$ cat src/verilog/tlc_params.svh
// Offsets, reset values and fixed-point constants of the limit comparator
`ifndef TLC_PARAMS_SVH
`define TLC_PARAMS_SVH

// Register byte offsets, low eight address bits
`define TLC_CFG_OFS        8'h00
`define TLC_MASK_A_OFS     8'h04
`define TLC_MASK_B_OFS     8'h08
`define TLC_MASK_C_OFS     8'h0c
`define TLC_HYST_OFS       8'h10
`define TLC_LIM_BASE_OFS   8'h14
`define TLC_LIM_LAST_OFS   8'h2c
`define TLC_STAT_A_OFS     8'h30
`define TLC_STAT_B_OFS     8'h34
`define TLC_STAT_C_OFS     8'h38
`define TLC_PINS_OFS       8'h3c
`define TLC_RES_S_BASE_OFS 8'h40
`define TLC_RES_S_LAST_OFS 8'h50
`define TLC_RES_U_BASE_OFS 8'h64
`define TLC_RES_U_LAST_OFS 8'h70

// Configuration fields
`define TLC_CFG_FQ3_BIT    0
`define TLC_CFG_FQ4_BIT    1
`define TLC_CFG_FILT1_BIT  2
`define TLC_CFG_FILT2_BIT  3
`define TLC_CFG_CHEN_LSB   8

// Reset values
`define TLC_CFG_RST        13'h1f0f
`define TLC_MASK_A_RST     5'h19
`define TLC_MASK_B_RST     5'h00
`define TLC_MASK_C_RST     5'h07
`define TLC_HYST_RST       8'h0a
`define TLC_LIM_HI_RST     8'h6e
`define TLC_LIM_LO_RST     8'h55

// Fixed point: sample and word formats
`define TLC_FRAC_BITS      5
`define TLC_S_MAX          18'sh00fff
`define TLC_S_MIN          -18'sh01000
`define TLC_U_MAX          18'sh01fff
`define TLC_MASK_FINE      16'hfff8
`define TLC_MASK_COARSE    16'hffe0
`define TLC_FQ_DEPTH       3

`endif

$ cat src/verilog/tlc_pkg.sv
// Types shared by the limit comparator modules
package tlc_pkg;
	typedef enum logic [1:0] {
		TLC_CMP_CLR  = 2'b01,
		TLC_CMP_OVER = 2'b10
	} tlc_cmp_state_t;
	typedef logic        [15:0] tlc_word_t;
	typedef logic signed [17:0] tlc_temp_t;
endpackage : tlc_pkg

$ cat src/verilog/tlc_top.sv
// Temperature result formatter and critical limit comparator with AHB-Lite registers
//
// Local design decisions: register access over AHB-Lite and the register offsets.
`timescale 1ns/1ps
`include "tlc_params.svh"

module tlc_top
	import tlc_pkg::*;
(
	// Clock, reset, enable
	input  wire logic        mclk_i,
	input  wire logic        rst_b_i,
	input  wire logic        ce_i,
	// AHB-Lite slave
	input  wire logic        hsel_i,
	input  wire logic [31:0] haddr_i,
	input  wire logic [1:0]  htrans_i,
	input  wire logic        hwrite_i,
	input  wire logic [2:0]  hsize_i,
	input  wire logic [31:0] hwdata_i,
	input  wire logic        hready_i,
	output logic      [31:0] hrdata_o,
	output logic             hreadyout_o,
	output logic             hresp_o,
	// Converted samples, 1/32 degree two's complement
	input  wire logic        conv_valid_i,
	input  wire logic [2:0]  conv_chan_i,
	input  wire logic [15:0] conv_temp_i,
	// Open-drain alarm pins and on-die flag
	output logic             crit_alarm_out_a_o,
	output logic             crit_alarm_out_a_oe_o,
	output logic             crit_alarm_out_b_o,
	output logic             crit_alarm_out_b_oe_o,
	output logic             crit_alarm_out_c_o,
	output logic             crit_alarm_out_c_oe_o,
	output logic             ondie_over_limit_flag_o
);
	localparam int NCH  = 5;
	localparam int NLIM = 7;

	// Registers and next values
	logic [12:0]    cfg_q, cfg_d;
	logic [4:0]     mask_q [3], mask_d [3];
	logic [7:0]     hyst_q, hyst_d;
	logic [7:0]     lim_q [NLIM], lim_d [NLIM];
	tlc_word_t      res_s_q [NCH], res_s_d [NCH];
	tlc_word_t      res_u_q [1:4], res_u_d [1:4];
	logic [2:0]     alarm_q, alarm_d;
	logic           flag_q, flag_d;
	logic           wr_pend_q, wr_pend_d;
	logic [7:0]     wr_addr_q, wr_addr_d;
	logic [31:0]    hrdata_q, hrdata_d;
	logic [31:0]    rd_val;
	logic           acc;
	logic [NLIM-1:0] over;
	logic [4:0]     stat [3];
	tlc_temp_t      temp_x, temp_s, temp_u;
	logic [NCH-1:0] smp;

	// Slot to channel: local, r1 first, r1 second, r2 first, r2 second, r3, r4
	function automatic int slot_ch(input int s);
		case (s)
			0:       return 0;
			1, 2:    return 1;
			3, 4:    return 2;
			5:       return 3;
			default: return 4;
		endcase
	endfunction : slot_ch

	// First limits of remotes one and two power up higher
	function automatic logic [7:0] lim_rst(input int s);
		return (s == 1 || s == 3) ? `TLC_LIM_HI_RST : `TLC_LIM_LO_RST;
	endfunction : lim_rst

	////////////////////////////////////////////////////////////////////////
	// Sample gating and saturation

	// Disabled channels never reach the formatter or comparators
	always_comb begin
		for (int c = 0; c < NCH; c++) begin
			smp[c] = conv_valid_i && (conv_chan_i == 3'(c)) && cfg_q[`TLC_CFG_CHEN_LSB + c];
		end
	end

	// Clamp once, so a wild sample can never roll over the word
	assign temp_x = $signed({{2{conv_temp_i[15]}}, conv_temp_i});
	assign temp_s = (temp_x > `TLC_S_MAX) ? `TLC_S_MAX :
	                (temp_x < `TLC_S_MIN) ? `TLC_S_MIN : temp_x;
	assign temp_u = (temp_x > `TLC_U_MAX) ? `TLC_U_MAX :
	                (temp_x < 18'sh00000) ? 18'sh00000 : temp_x;

	// Left-justified words; unfiltered channels lose the two finest bits
	always_comb begin
		for (int c = 0; c < NCH; c++) begin
			res_s_d[c] = res_s_q[c];
		end
		for (int c = 1; c < NCH; c++) begin
			res_u_d[c] = res_u_q[c];
		end
		if (smp[0]) begin
			res_s_d[0] = {temp_s[12:0], 3'b000} & `TLC_MASK_COARSE;
		end
		for (int c = 1; c < NCH; c++) begin
			if (smp[c]) begin
				if ((c == 1 && cfg_q[`TLC_CFG_FILT1_BIT]) || (c == 2 && cfg_q[`TLC_CFG_FILT2_BIT])) begin
					res_s_d[c] = {temp_s[12:0], 3'b000} & `TLC_MASK_FINE;
					res_u_d[c] = {temp_u[12:0], 3'b000} & `TLC_MASK_FINE;
				end else begin
					res_s_d[c] = {temp_s[12:0], 3'b000} & `TLC_MASK_COARSE;
					res_u_d[c] = {temp_u[12:0], 3'b000} & `TLC_MASK_COARSE;
				end
			end
		end
	end

	////////////////////////////////////////////////////////////////////////
	// Limit slots

	// Each slot latches its own result; fault queue only on r3, r4
	generate
		for (genvar s = 0; s < NLIM; s++) begin : g_lim
			tlc_limit_cell u_cell (
				.mclk_i  (mclk_i),
				.rst_b_i (rst_b_i),
				.ce_i    (ce_i),
				.smp_i   (smp[slot_ch(s)]),
				.temp_i  (temp_x),
				.limit_i (lim_q[s]),
				.hyst_i  (hyst_q),
				.fq_en_i ((s == 5) ? cfg_q[`TLC_CFG_FQ3_BIT] : (s == 6) ? cfg_q[`TLC_CFG_FQ4_BIT] : 1'b0),
				.over_o  (over[s])
			);
		end
	endgenerate

	// Status per alarm: a sees first limits, b and c the second ones
	assign stat[0] = {over[6], over[5], over[3], over[1], over[0]};
	assign stat[1] = {over[6], over[5], over[4], over[2], over[0]};
	assign stat[2] = {over[6], over[5], over[4], over[2], over[0]};

	// Alarm is any unmasked status bit
	always_comb begin
		for (int k = 0; k < 3; k++) begin
			alarm_d[k] = |(stat[k] & ~mask_q[k]);
		end
		flag_d = over[0];
	end

	////////////////////////////////////////////////////////////////////////
	// AHB-Lite slave, zero wait states

	assign acc = hsel_i && htrans_i[1] && hready_i;

	// Read value built from next-state copies, so a read right after a write sees it
	always_comb begin
		rd_val = 32'h0000_0000;
		case (haddr_i[7:0])
			`TLC_CFG_OFS:    rd_val = {19'h0_0000, cfg_d};
			`TLC_MASK_A_OFS: rd_val = {27'h000_0000, mask_d[0]};
			`TLC_MASK_B_OFS: rd_val = {27'h000_0000, mask_d[1]};
			`TLC_MASK_C_OFS: rd_val = {27'h000_0000, mask_d[2]};
			`TLC_HYST_OFS:   rd_val = {24'h00_0000, hyst_d};
			`TLC_STAT_A_OFS: rd_val = {27'h000_0000, stat[0]};
			`TLC_STAT_B_OFS: rd_val = {27'h000_0000, stat[1]};
			`TLC_STAT_C_OFS: rd_val = {27'h000_0000, stat[2]};
			`TLC_PINS_OFS:   rd_val = {29'h0000_0000, alarm_q};
			default: begin
				if (haddr_i[7:0] >= `TLC_LIM_BASE_OFS && haddr_i[7:0] <= `TLC_LIM_LAST_OFS
				    && haddr_i[1:0] == 2'b00) begin
					rd_val = {24'h00_0000, lim_d[3'((haddr_i[7:0] - `TLC_LIM_BASE_OFS) >> 2)]};
				end else if (haddr_i[7:0] >= `TLC_RES_S_BASE_OFS && haddr_i[7:0] <= `TLC_RES_S_LAST_OFS
				    && haddr_i[1:0] == 2'b00) begin
					rd_val = {16'h0000, res_s_q[3'((haddr_i[7:0] - `TLC_RES_S_BASE_OFS) >> 2)]};
				end else if (haddr_i[7:0] >= `TLC_RES_U_BASE_OFS && haddr_i[7:0] <= `TLC_RES_U_LAST_OFS
				    && haddr_i[1:0] == 2'b00) begin
					rd_val = {16'h0000, res_u_q[3'(((haddr_i[7:0] - `TLC_RES_U_BASE_OFS) >> 2) + 8'h01)]};
				end
			end
		endcase
	end

	// Writes land in the data phase; unmapped writes are dropped
	always_comb begin
		cfg_d     = cfg_q;
		hyst_d    = hyst_q;
		mask_d    = mask_q;
		lim_d     = lim_q;
		wr_pend_d = acc && hwrite_i;
		wr_addr_d = acc ? haddr_i[7:0] : wr_addr_q;
		if (wr_pend_q) begin
			case (wr_addr_q)
				`TLC_CFG_OFS:    cfg_d     = hwdata_i[12:0];
				`TLC_MASK_A_OFS: mask_d[0] = hwdata_i[4:0];
				`TLC_MASK_B_OFS: mask_d[1] = hwdata_i[4:0];
				`TLC_MASK_C_OFS: mask_d[2] = hwdata_i[4:0];
				`TLC_HYST_OFS:   hyst_d    = hwdata_i[7:0];
				default: begin
					if (wr_addr_q >= `TLC_LIM_BASE_OFS && wr_addr_q <= `TLC_LIM_LAST_OFS
					    && wr_addr_q[1:0] == 2'b00) begin
						lim_d[3'((wr_addr_q - `TLC_LIM_BASE_OFS) >> 2)] = hwdata_i[7:0];
					end
				end
			endcase
		end
		hrdata_d = (acc && !hwrite_i) ? rd_val : hrdata_q;
	end

	////////////////////////////////////////////////////////////////////////
	// Registers

	always_ff @(posedge mclk_i or negedge rst_b_i) begin
		if (!rst_b_i) begin
			cfg_q     <= `TLC_CFG_RST;
			mask_q[0] <= `TLC_MASK_A_RST;
			mask_q[1] <= `TLC_MASK_B_RST;
			mask_q[2] <= `TLC_MASK_C_RST;
			hyst_q    <= `TLC_HYST_RST;
			for (int s = 0; s < NLIM; s++) begin
				lim_q[s] <= lim_rst(s);
			end
			for (int c = 0; c < NCH; c++) begin
				res_s_q[c] <= 16'h0000;
			end
			for (int c = 1; c < NCH; c++) begin
				res_u_q[c] <= 16'h0000;
			end
			alarm_q   <= 3'h0;
			flag_q    <= 1'b0;
			wr_pend_q <= 1'b0;
			wr_addr_q <= 8'h00;
			hrdata_q  <= 32'h0000_0000;
		end else if (ce_i) begin
			cfg_q     <= cfg_d;
			mask_q    <= mask_d;
			hyst_q    <= hyst_d;
			lim_q     <= lim_d;
			res_s_q   <= res_s_d;
			res_u_q   <= res_u_d;
			alarm_q   <= alarm_d;
			flag_q    <= flag_d;
			wr_pend_q <= wr_pend_d;
			wr_addr_q <= wr_addr_d;
			hrdata_q  <= hrdata_d;
		end
	end

	// Open drain: pin level is constant low, only the enable moves
	assign crit_alarm_out_a_o      = 1'b0;
	assign crit_alarm_out_b_o      = 1'b0;
	assign crit_alarm_out_c_o      = 1'b0;
	assign crit_alarm_out_a_oe_o   = alarm_q[0];
	assign crit_alarm_out_b_oe_o   = alarm_q[1];
	assign crit_alarm_out_c_oe_o   = alarm_q[2];
	assign ondie_over_limit_flag_o = flag_q;
	assign hrdata_o                = hrdata_q;
	assign hreadyout_o             = 1'b1; // Never stretches the bus
	assign hresp_o                 = 1'b0; // Always OKAY
endmodule : tlc_top

$ cat src/verilog/tlc_limit_cell.sv
// One limit slot: over-limit latch with hysteresis and optional fault queue
`timescale 1ns/1ps
`include "tlc_params.svh"

module tlc_limit_cell
	import tlc_pkg::*;
#(
	parameter int FQ_DEPTH = `TLC_FQ_DEPTH
) (
	// Clock and reset
	input  wire logic       mclk_i,
	input  wire logic       rst_b_i,
	input  wire logic       ce_i,
	// Sample and settings
	input  wire logic       smp_i,
	input  wire tlc_temp_t  temp_i,
	input  wire logic [7:0] limit_i,
	input  wire logic [7:0] hyst_i,
	input  wire logic       fq_en_i,
	// Latched result
	output logic            over_o
);
	tlc_cmp_state_t     state_q, state_d;
	logic [1:0]         cnt_q, cnt_d;
	logic signed [9:0]  lo_deg;
	tlc_temp_t          lim_fx, lo_fx;
	logic               above, below, hit;
	logic [1:0]         need;

	// Thresholds in 1/32 degree units; release point may go below zero
	assign lo_deg = $signed({2'b00, limit_i}) - $signed({2'b00, hyst_i});
	assign lim_fx = $signed({5'b0_0000, limit_i, 5'b0_0000});
	assign lo_fx  = $signed({{3{lo_deg[9]}}, lo_deg, 5'b0_0000});
	assign above  = temp_i > lim_fx;
	assign below  = temp_i < lo_fx;
	assign need   = fq_en_i ? 2'(FQ_DEPTH) : 2'h1;
	assign hit    = (state_q == TLC_CMP_CLR) ? above : below;

	// Count consecutive qualifying samples, flip when enough seen
	always_comb begin
		state_d = state_q;
		cnt_d   = cnt_q;
		if (smp_i) begin
			if (hit && (cnt_q + 2'h1 >= need)) begin
				cnt_d   = 2'h0;
				state_d = (state_q == TLC_CMP_CLR) ? TLC_CMP_OVER : TLC_CMP_CLR;
			end else if (hit) begin
				cnt_d = cnt_q + 2'h1;
			end else begin
				cnt_d = 2'h0; // A single miss restarts the queue
			end
		end
	end

	// State registers
	always_ff @(posedge mclk_i or negedge rst_b_i) begin
		if (!rst_b_i) begin
			state_q <= TLC_CMP_CLR;
			cnt_q   <= 2'h0;
		end else if (ce_i) begin
			case (state_d)
				TLC_CMP_CLR:  state_q <= TLC_CMP_CLR;
				TLC_CMP_OVER: state_q <= TLC_CMP_OVER;
				default:      state_q <= TLC_CMP_CLR;
			endcase
			cnt_q <= cnt_d;
		end
	end

	assign over_o = (state_q == TLC_CMP_OVER);
endmodule : tlc_limit_cell

$ cat config.mk
export PLATFORM = sky130hd
export DESIGN_NAME = tlc_top
export DESIGN_NICKNAME = d
export VERILOG_FILES = /design/src/verilog/tlc_pkg.sv /design/src/verilog/tlc_top.sv /design/src/verilog/tlc_limit_cell.sv
export VERILOG_INCLUDE_DIRS = /design/src /design/src/verilog
export SDC_FILE = /design/constraint.sdc
export NUM_CORES = 1
export LEC_CHECK = 0
export BUFFER_PORTS_ARGS = -buffer_cell sky130_fd_sc_hd__buf_2
export CAP_MARGIN = 0
export CORE_MARGIN = 3
export CORE_UTILIZATION = 40
export DETAILED_ROUTE_END_ITERATION = 7
export GPL_TIMING_DRIVEN = 0
export SETUP_SLACK_MARGIN = 0.2
export SLEW_MARGIN = 20
export SYNTH_ARGS = -nofsm -noshare
export SYNTH_HDL_FRONTEND = slang
export SYNTH_HIERARCHICAL = 1
export SYNTH_SLANG_ARGS = --single-unit
$ cat constraint.sdc
create_clock -name mclk_i -period 4 [get_ports mclk_i]
set_clock_uncertainty 0.1 [all_clocks]
set_input_delay 0.2 -clock mclk_i [delete_from_list [all_inputs] [get_ports mclk_i]]
set_output_delay 0.2 -clock mclk_i [all_outputs]
set_load 0.02 [all_outputs]
==> flow_summary.yaml <==
setup_path:
  cp_slowest_stage_delay_ns: 0.65
  cpMostUsedCell: "sky130_fd_sc_hd__buf_2"
  cp-start-kind: "input pin"
  reg2regPathDepth: 13
  timing.critical_path.slowest_stage_cell: "sky130_fd_sc_hd__clkbuf_1"
  cp.arrival_ns: 4.04
  worst-endpoint-required_ns: 4.35
  r2r-end: "g_lim[0].u_cell/state_q[1]"
  gate_family_responsible_for_the_most_delay_along_the_worst_path: "buffers and inverters"
  regToRegStartpoint: "hyst_q[1]"
  worstPathBufferInverterCount: 7
  sort_of_element_at_the_end_of_the_critical_path: "register"
  reg2reg_setup_slack_ns: 0.33
  critical_path_fanouts_max: 11
  timing.critical_path.cells: "buf_2 -> clkbuf_1 -> inv_1 -> clkbuf_2 -> buf_2 -> ha_1 -> buf_2 -> clkbuf_1 -> nor2_1 -> nand3_1 -> o21ai_0 -> a22oi_1 -> o21ai_0"
  critPathKind: "input pin to register"
power:
  vdd_drop_max_mv: 0.3468
  finalPower_w: 0.009178
  leakagePower_nw: 9.419
  power.density_nw_per_um2: 409.6
min_path:
  hp-class: "input pin to register"
  hold_path_cells: 3
  min_from: "htrans_i[1]"
  whs_endpoint: "wr_addr_q[7]"
timing:
  fin_crit_share: 0.9228
  final-setup-viol-count: 0
  timing.slew.headroom: 0.3469
  maxSlewViolCount: 0
  final-hold-violation-count: 0
  period_needed_ns: 3.691
  clock.fmax_mhz: 270.9
  rsz0062_at_grt: "false"
  timing_worst_slew_pin_value_ns: 0.9797
cts:
  cts-buffers-inserted: 31
  cts_sinks: 256
  clock_tree.root_cell: "sky130_fd_sc_hd__clkbuf_16"
  tritoncts_clock_tree: "done"
  path_clk_slew_ns: 0.06
  htree_num_levels: 1
  cts_max_path_buffers: 3
  insertion_delay_ns: 0.61
floorplan:
  initial_core_util: 0.4089
  chipHeight_um: 228.1
  rows: 80
  die_area_um2: 52030
  die-width_um: 228.1
  design.core.area_um2: 48250
  io_pins: 136
final_layout:
  mostFrequentLayoutCell: "sky130_fd_sc_hd__nand2_1"
  stdcell_count: 2974
  final_cell_mix: "sky130_fd_sc_hd__nand2_1 (241), sky130_fd_sc_hd__ha_1 (205), sky130_fd_sc_hd__dfrtp_1 (201)"
  area.growth.synth_to_final_pct: 13.56
  final_net_count: 2600
  drive_above_1_share: 0.1851
  antenna-diode-count: 0
routing:
  drt-initial-drc-count: 1316
  route.final.wire_length_um: 71210
  residual_antenna_violating_net_count_after_detailed_routing: 0
  remaining_drc_errors: 0
  via_total_after_detailed_routing: 17450
  firstDrtPassIters: 8
  route.detailed.vias_per_inst: 5.866
  drt-wirelength-per-cell_um: 23.94
grt:
  overflow: 0
  antenna_violations_before_repair: 2
  grt_max_degree: 76
  track_usage: 0.2668
  grt_pass1_wl_um: 107500
  grt_pass1_vias: 17290
synth:
  synth_sequential_area_ratio: 0.3281
  ys_ff_latch: 256
  ys_dominant_reg_cell: "sky130_fd_sc_hd__dfrtp_1"
  yosys_warnings: 6
  synthDistinctLibCells: 83
  ys_async_sr_fraction: 1.000
  mapped_cells: 2153
  synth_top_cells_by_area: "sky130_fd_sc_hd__dfrtp_1 (26%), sky130_fd_sc_hd__ha_1 (13%), sky130_fd_sc_hd__dfstp_2 (7.2%)"
  synthDominantCellAreaShare: 0.2562
  synth_edf_count: 0
  synth.avg_cell_area_um2: 9.164
  synth_area_um2: 19730
  synth_top_area_cell: "sky130_fd_sc_hd__dfrtp_1"
flow_run:
  drv.max_cap_violation_count: 0
status:
  status: "finished, final reports clean"
place:
  io_buffers: 64
  dp_hpwl_um: 52450
  placed_cells: 2900
  place.gp.congestion: 0.9748
-- per-stage QoR --
step                setup WS, ns  utilization  setup TNS, ns  hold WS (ns)  cell area, um2
finish                    0.3088       0.4644              0       0.08208           22410
CTS                       0.2103       0.4614              0       0.06962           22260
detailed placement        -1.157       0.4364         -17.13       0.03887           21050
global route              0.1456       0.4644              0       0.08313           22410
floorplan                 0.7134            -              0       -0.1956           19820
global placement          -2.064       0.4345        -450.15        0.3570           20960
-- worst max-delay path by stage --
stage	endpoint	cells after the start	from
6_report	hrdata_o[15]	13	haddr_i[2]
5_1_grt	g_lim[0].u_cell/state_q[1]	13	hyst_q[1]
4_1_cts	g_lim[1].u_cell/state_q[1]	13	hyst_q[1]
3_5_place_dp	hrdata_o[15]	14	haddr_i[2]
3_3_place_gp	mask_q[8]	1	rst_b_i
2_1_floorplan	g_lim[0].u_cell/state_q[0]	14	hyst_q[0]
-- layer usage --
metal  global-route usage  wire, um
met4              0.09116      2704
met2               0.4200     31540
met5                    0        13
met3              0.04479      5311
met1               0.3719     31640
-- state kept, by name (all words and copies together) (netlist names) --
register                 flops
alarm_q                      3
cfg_q                       13
g_lim.u_cell/cnt_q          14
g_lim.u_cell/state_q        14
hrdata_o                    16
hyst_q                       8
lim_q                       56
mask_q                      15
ondie_over_limit_flag_o      1
res_s_q                     59
res_u_q                     48
wr_addr_q                    8
wr_pend_q                    1
-- timing repair --
item | 4_1_cts | 5_1_grt
endpoints found under the setup margin | 34 | 25
hold buffers | 13 | 0
resized for setup | 17 | 30
endpoints found under the hold margin | 160 | 0
buffers inserted | 1 | 2
gates cloned | 0 | 0
-- cells by family (layout without fill, tap and decap cells) --
kind of cell / count (synthesis) / in the layout / synth area share
simple gates: 593 / 593 / 0.1547
fa+ha+maj: 212 / 212 / 0.1371
xor+xnor: 45 / 45 / 0.01998
other cells: 2 / 26 / 0.0003806
mux: 208 / 208 / 0.1131
flops: 256 / 256 / 0.3281
compound gates: 539 / 539 / 0.1850
buf+inv: 298 / 439 / 0.06158
-- layout make-up --
class	instances	area [um2]
Tap cell	656	820.8
Timing Repair Buffer	83	580.6
Sequential cell	256	6479
Multi-Input combinational cell	1623	12270
Inverter	194	728.2
Clock buffer	48	899.6
Buffer	104	494.2
Clock inverter	10	131.4
Fill cell	4609	25840
-- worst reg2reg max path: stages (launching register included) --
cell and delay, ns:
sky130_fd_sc_hd__dfstp_4 0.73, sky130_fd_sc_hd__inv_1 0.11, sky130_fd_sc_hd__fa_1 0.43, sky130_fd_sc_hd__a21o_1 0.17, sky130_fd_sc_hd__a21oi_1 0.23, sky130_fd_sc_hd__o21bai_1 0.12
sky130_fd_sc_hd__a21oi_2 0.22, sky130_fd_sc_hd__o21ai_2 0.15, sky130_fd_sc_hd__ha_1 0.34, sky130_fd_sc_hd__nor4b_2 0.23, sky130_fd_sc_hd__o211ai_1 0.15, sky130_fd_sc_hd__o22ai_2 0.17
sky130_fd_sc_hd__and3_1 0.22, sky130_fd_sc_hd__o221ai_1 0.11
-- Yosys cell counts (all sizes together), types with 7 or more instances --
library cell	n
inv	194
a211oi	16
dfstp	54
nor2	77
a21boi	8
clkbuf	67
o21a	15
mux2i	98
a31oi	15
xor2	16
a211o	8
buf	37
dfrtp	202
a2111oi	9
nand3b	9
nand2b	34
nor4	10
nor3	34
mux2	109
fa	7
o21bai	17
nand3	43
ha	205
a21oi	117
nand4	22
a22oi	19
nor4b	9
or3	10
a21o	17
o211ai	26
and3	22
o22ai	36
nand4b	14
o31ai	7
o221ai	20
o221a	8
nor2b	27
nand2	241
o21ba	7
xnor2	29
or4b	9
o21ai	166
or4	9
or2	10
-- power breakdown --
| part | internal (W) | switching, W | total [W] | leakage [nW] |
|---|---|---|---|---|
| clock network | 0.00168 | 0.00119 | 0.00288 | 0.497 |
| registers | 0.00294 | 0.000255 | 0.00319 | 3.25 |
| logic | 0.00126 | 0.00185 | 0.00311 | 5.67 |
| total | 0.00588 | 0.00330 | 0.00918 | 9.42 |
(Power assumes the default switching activity.)
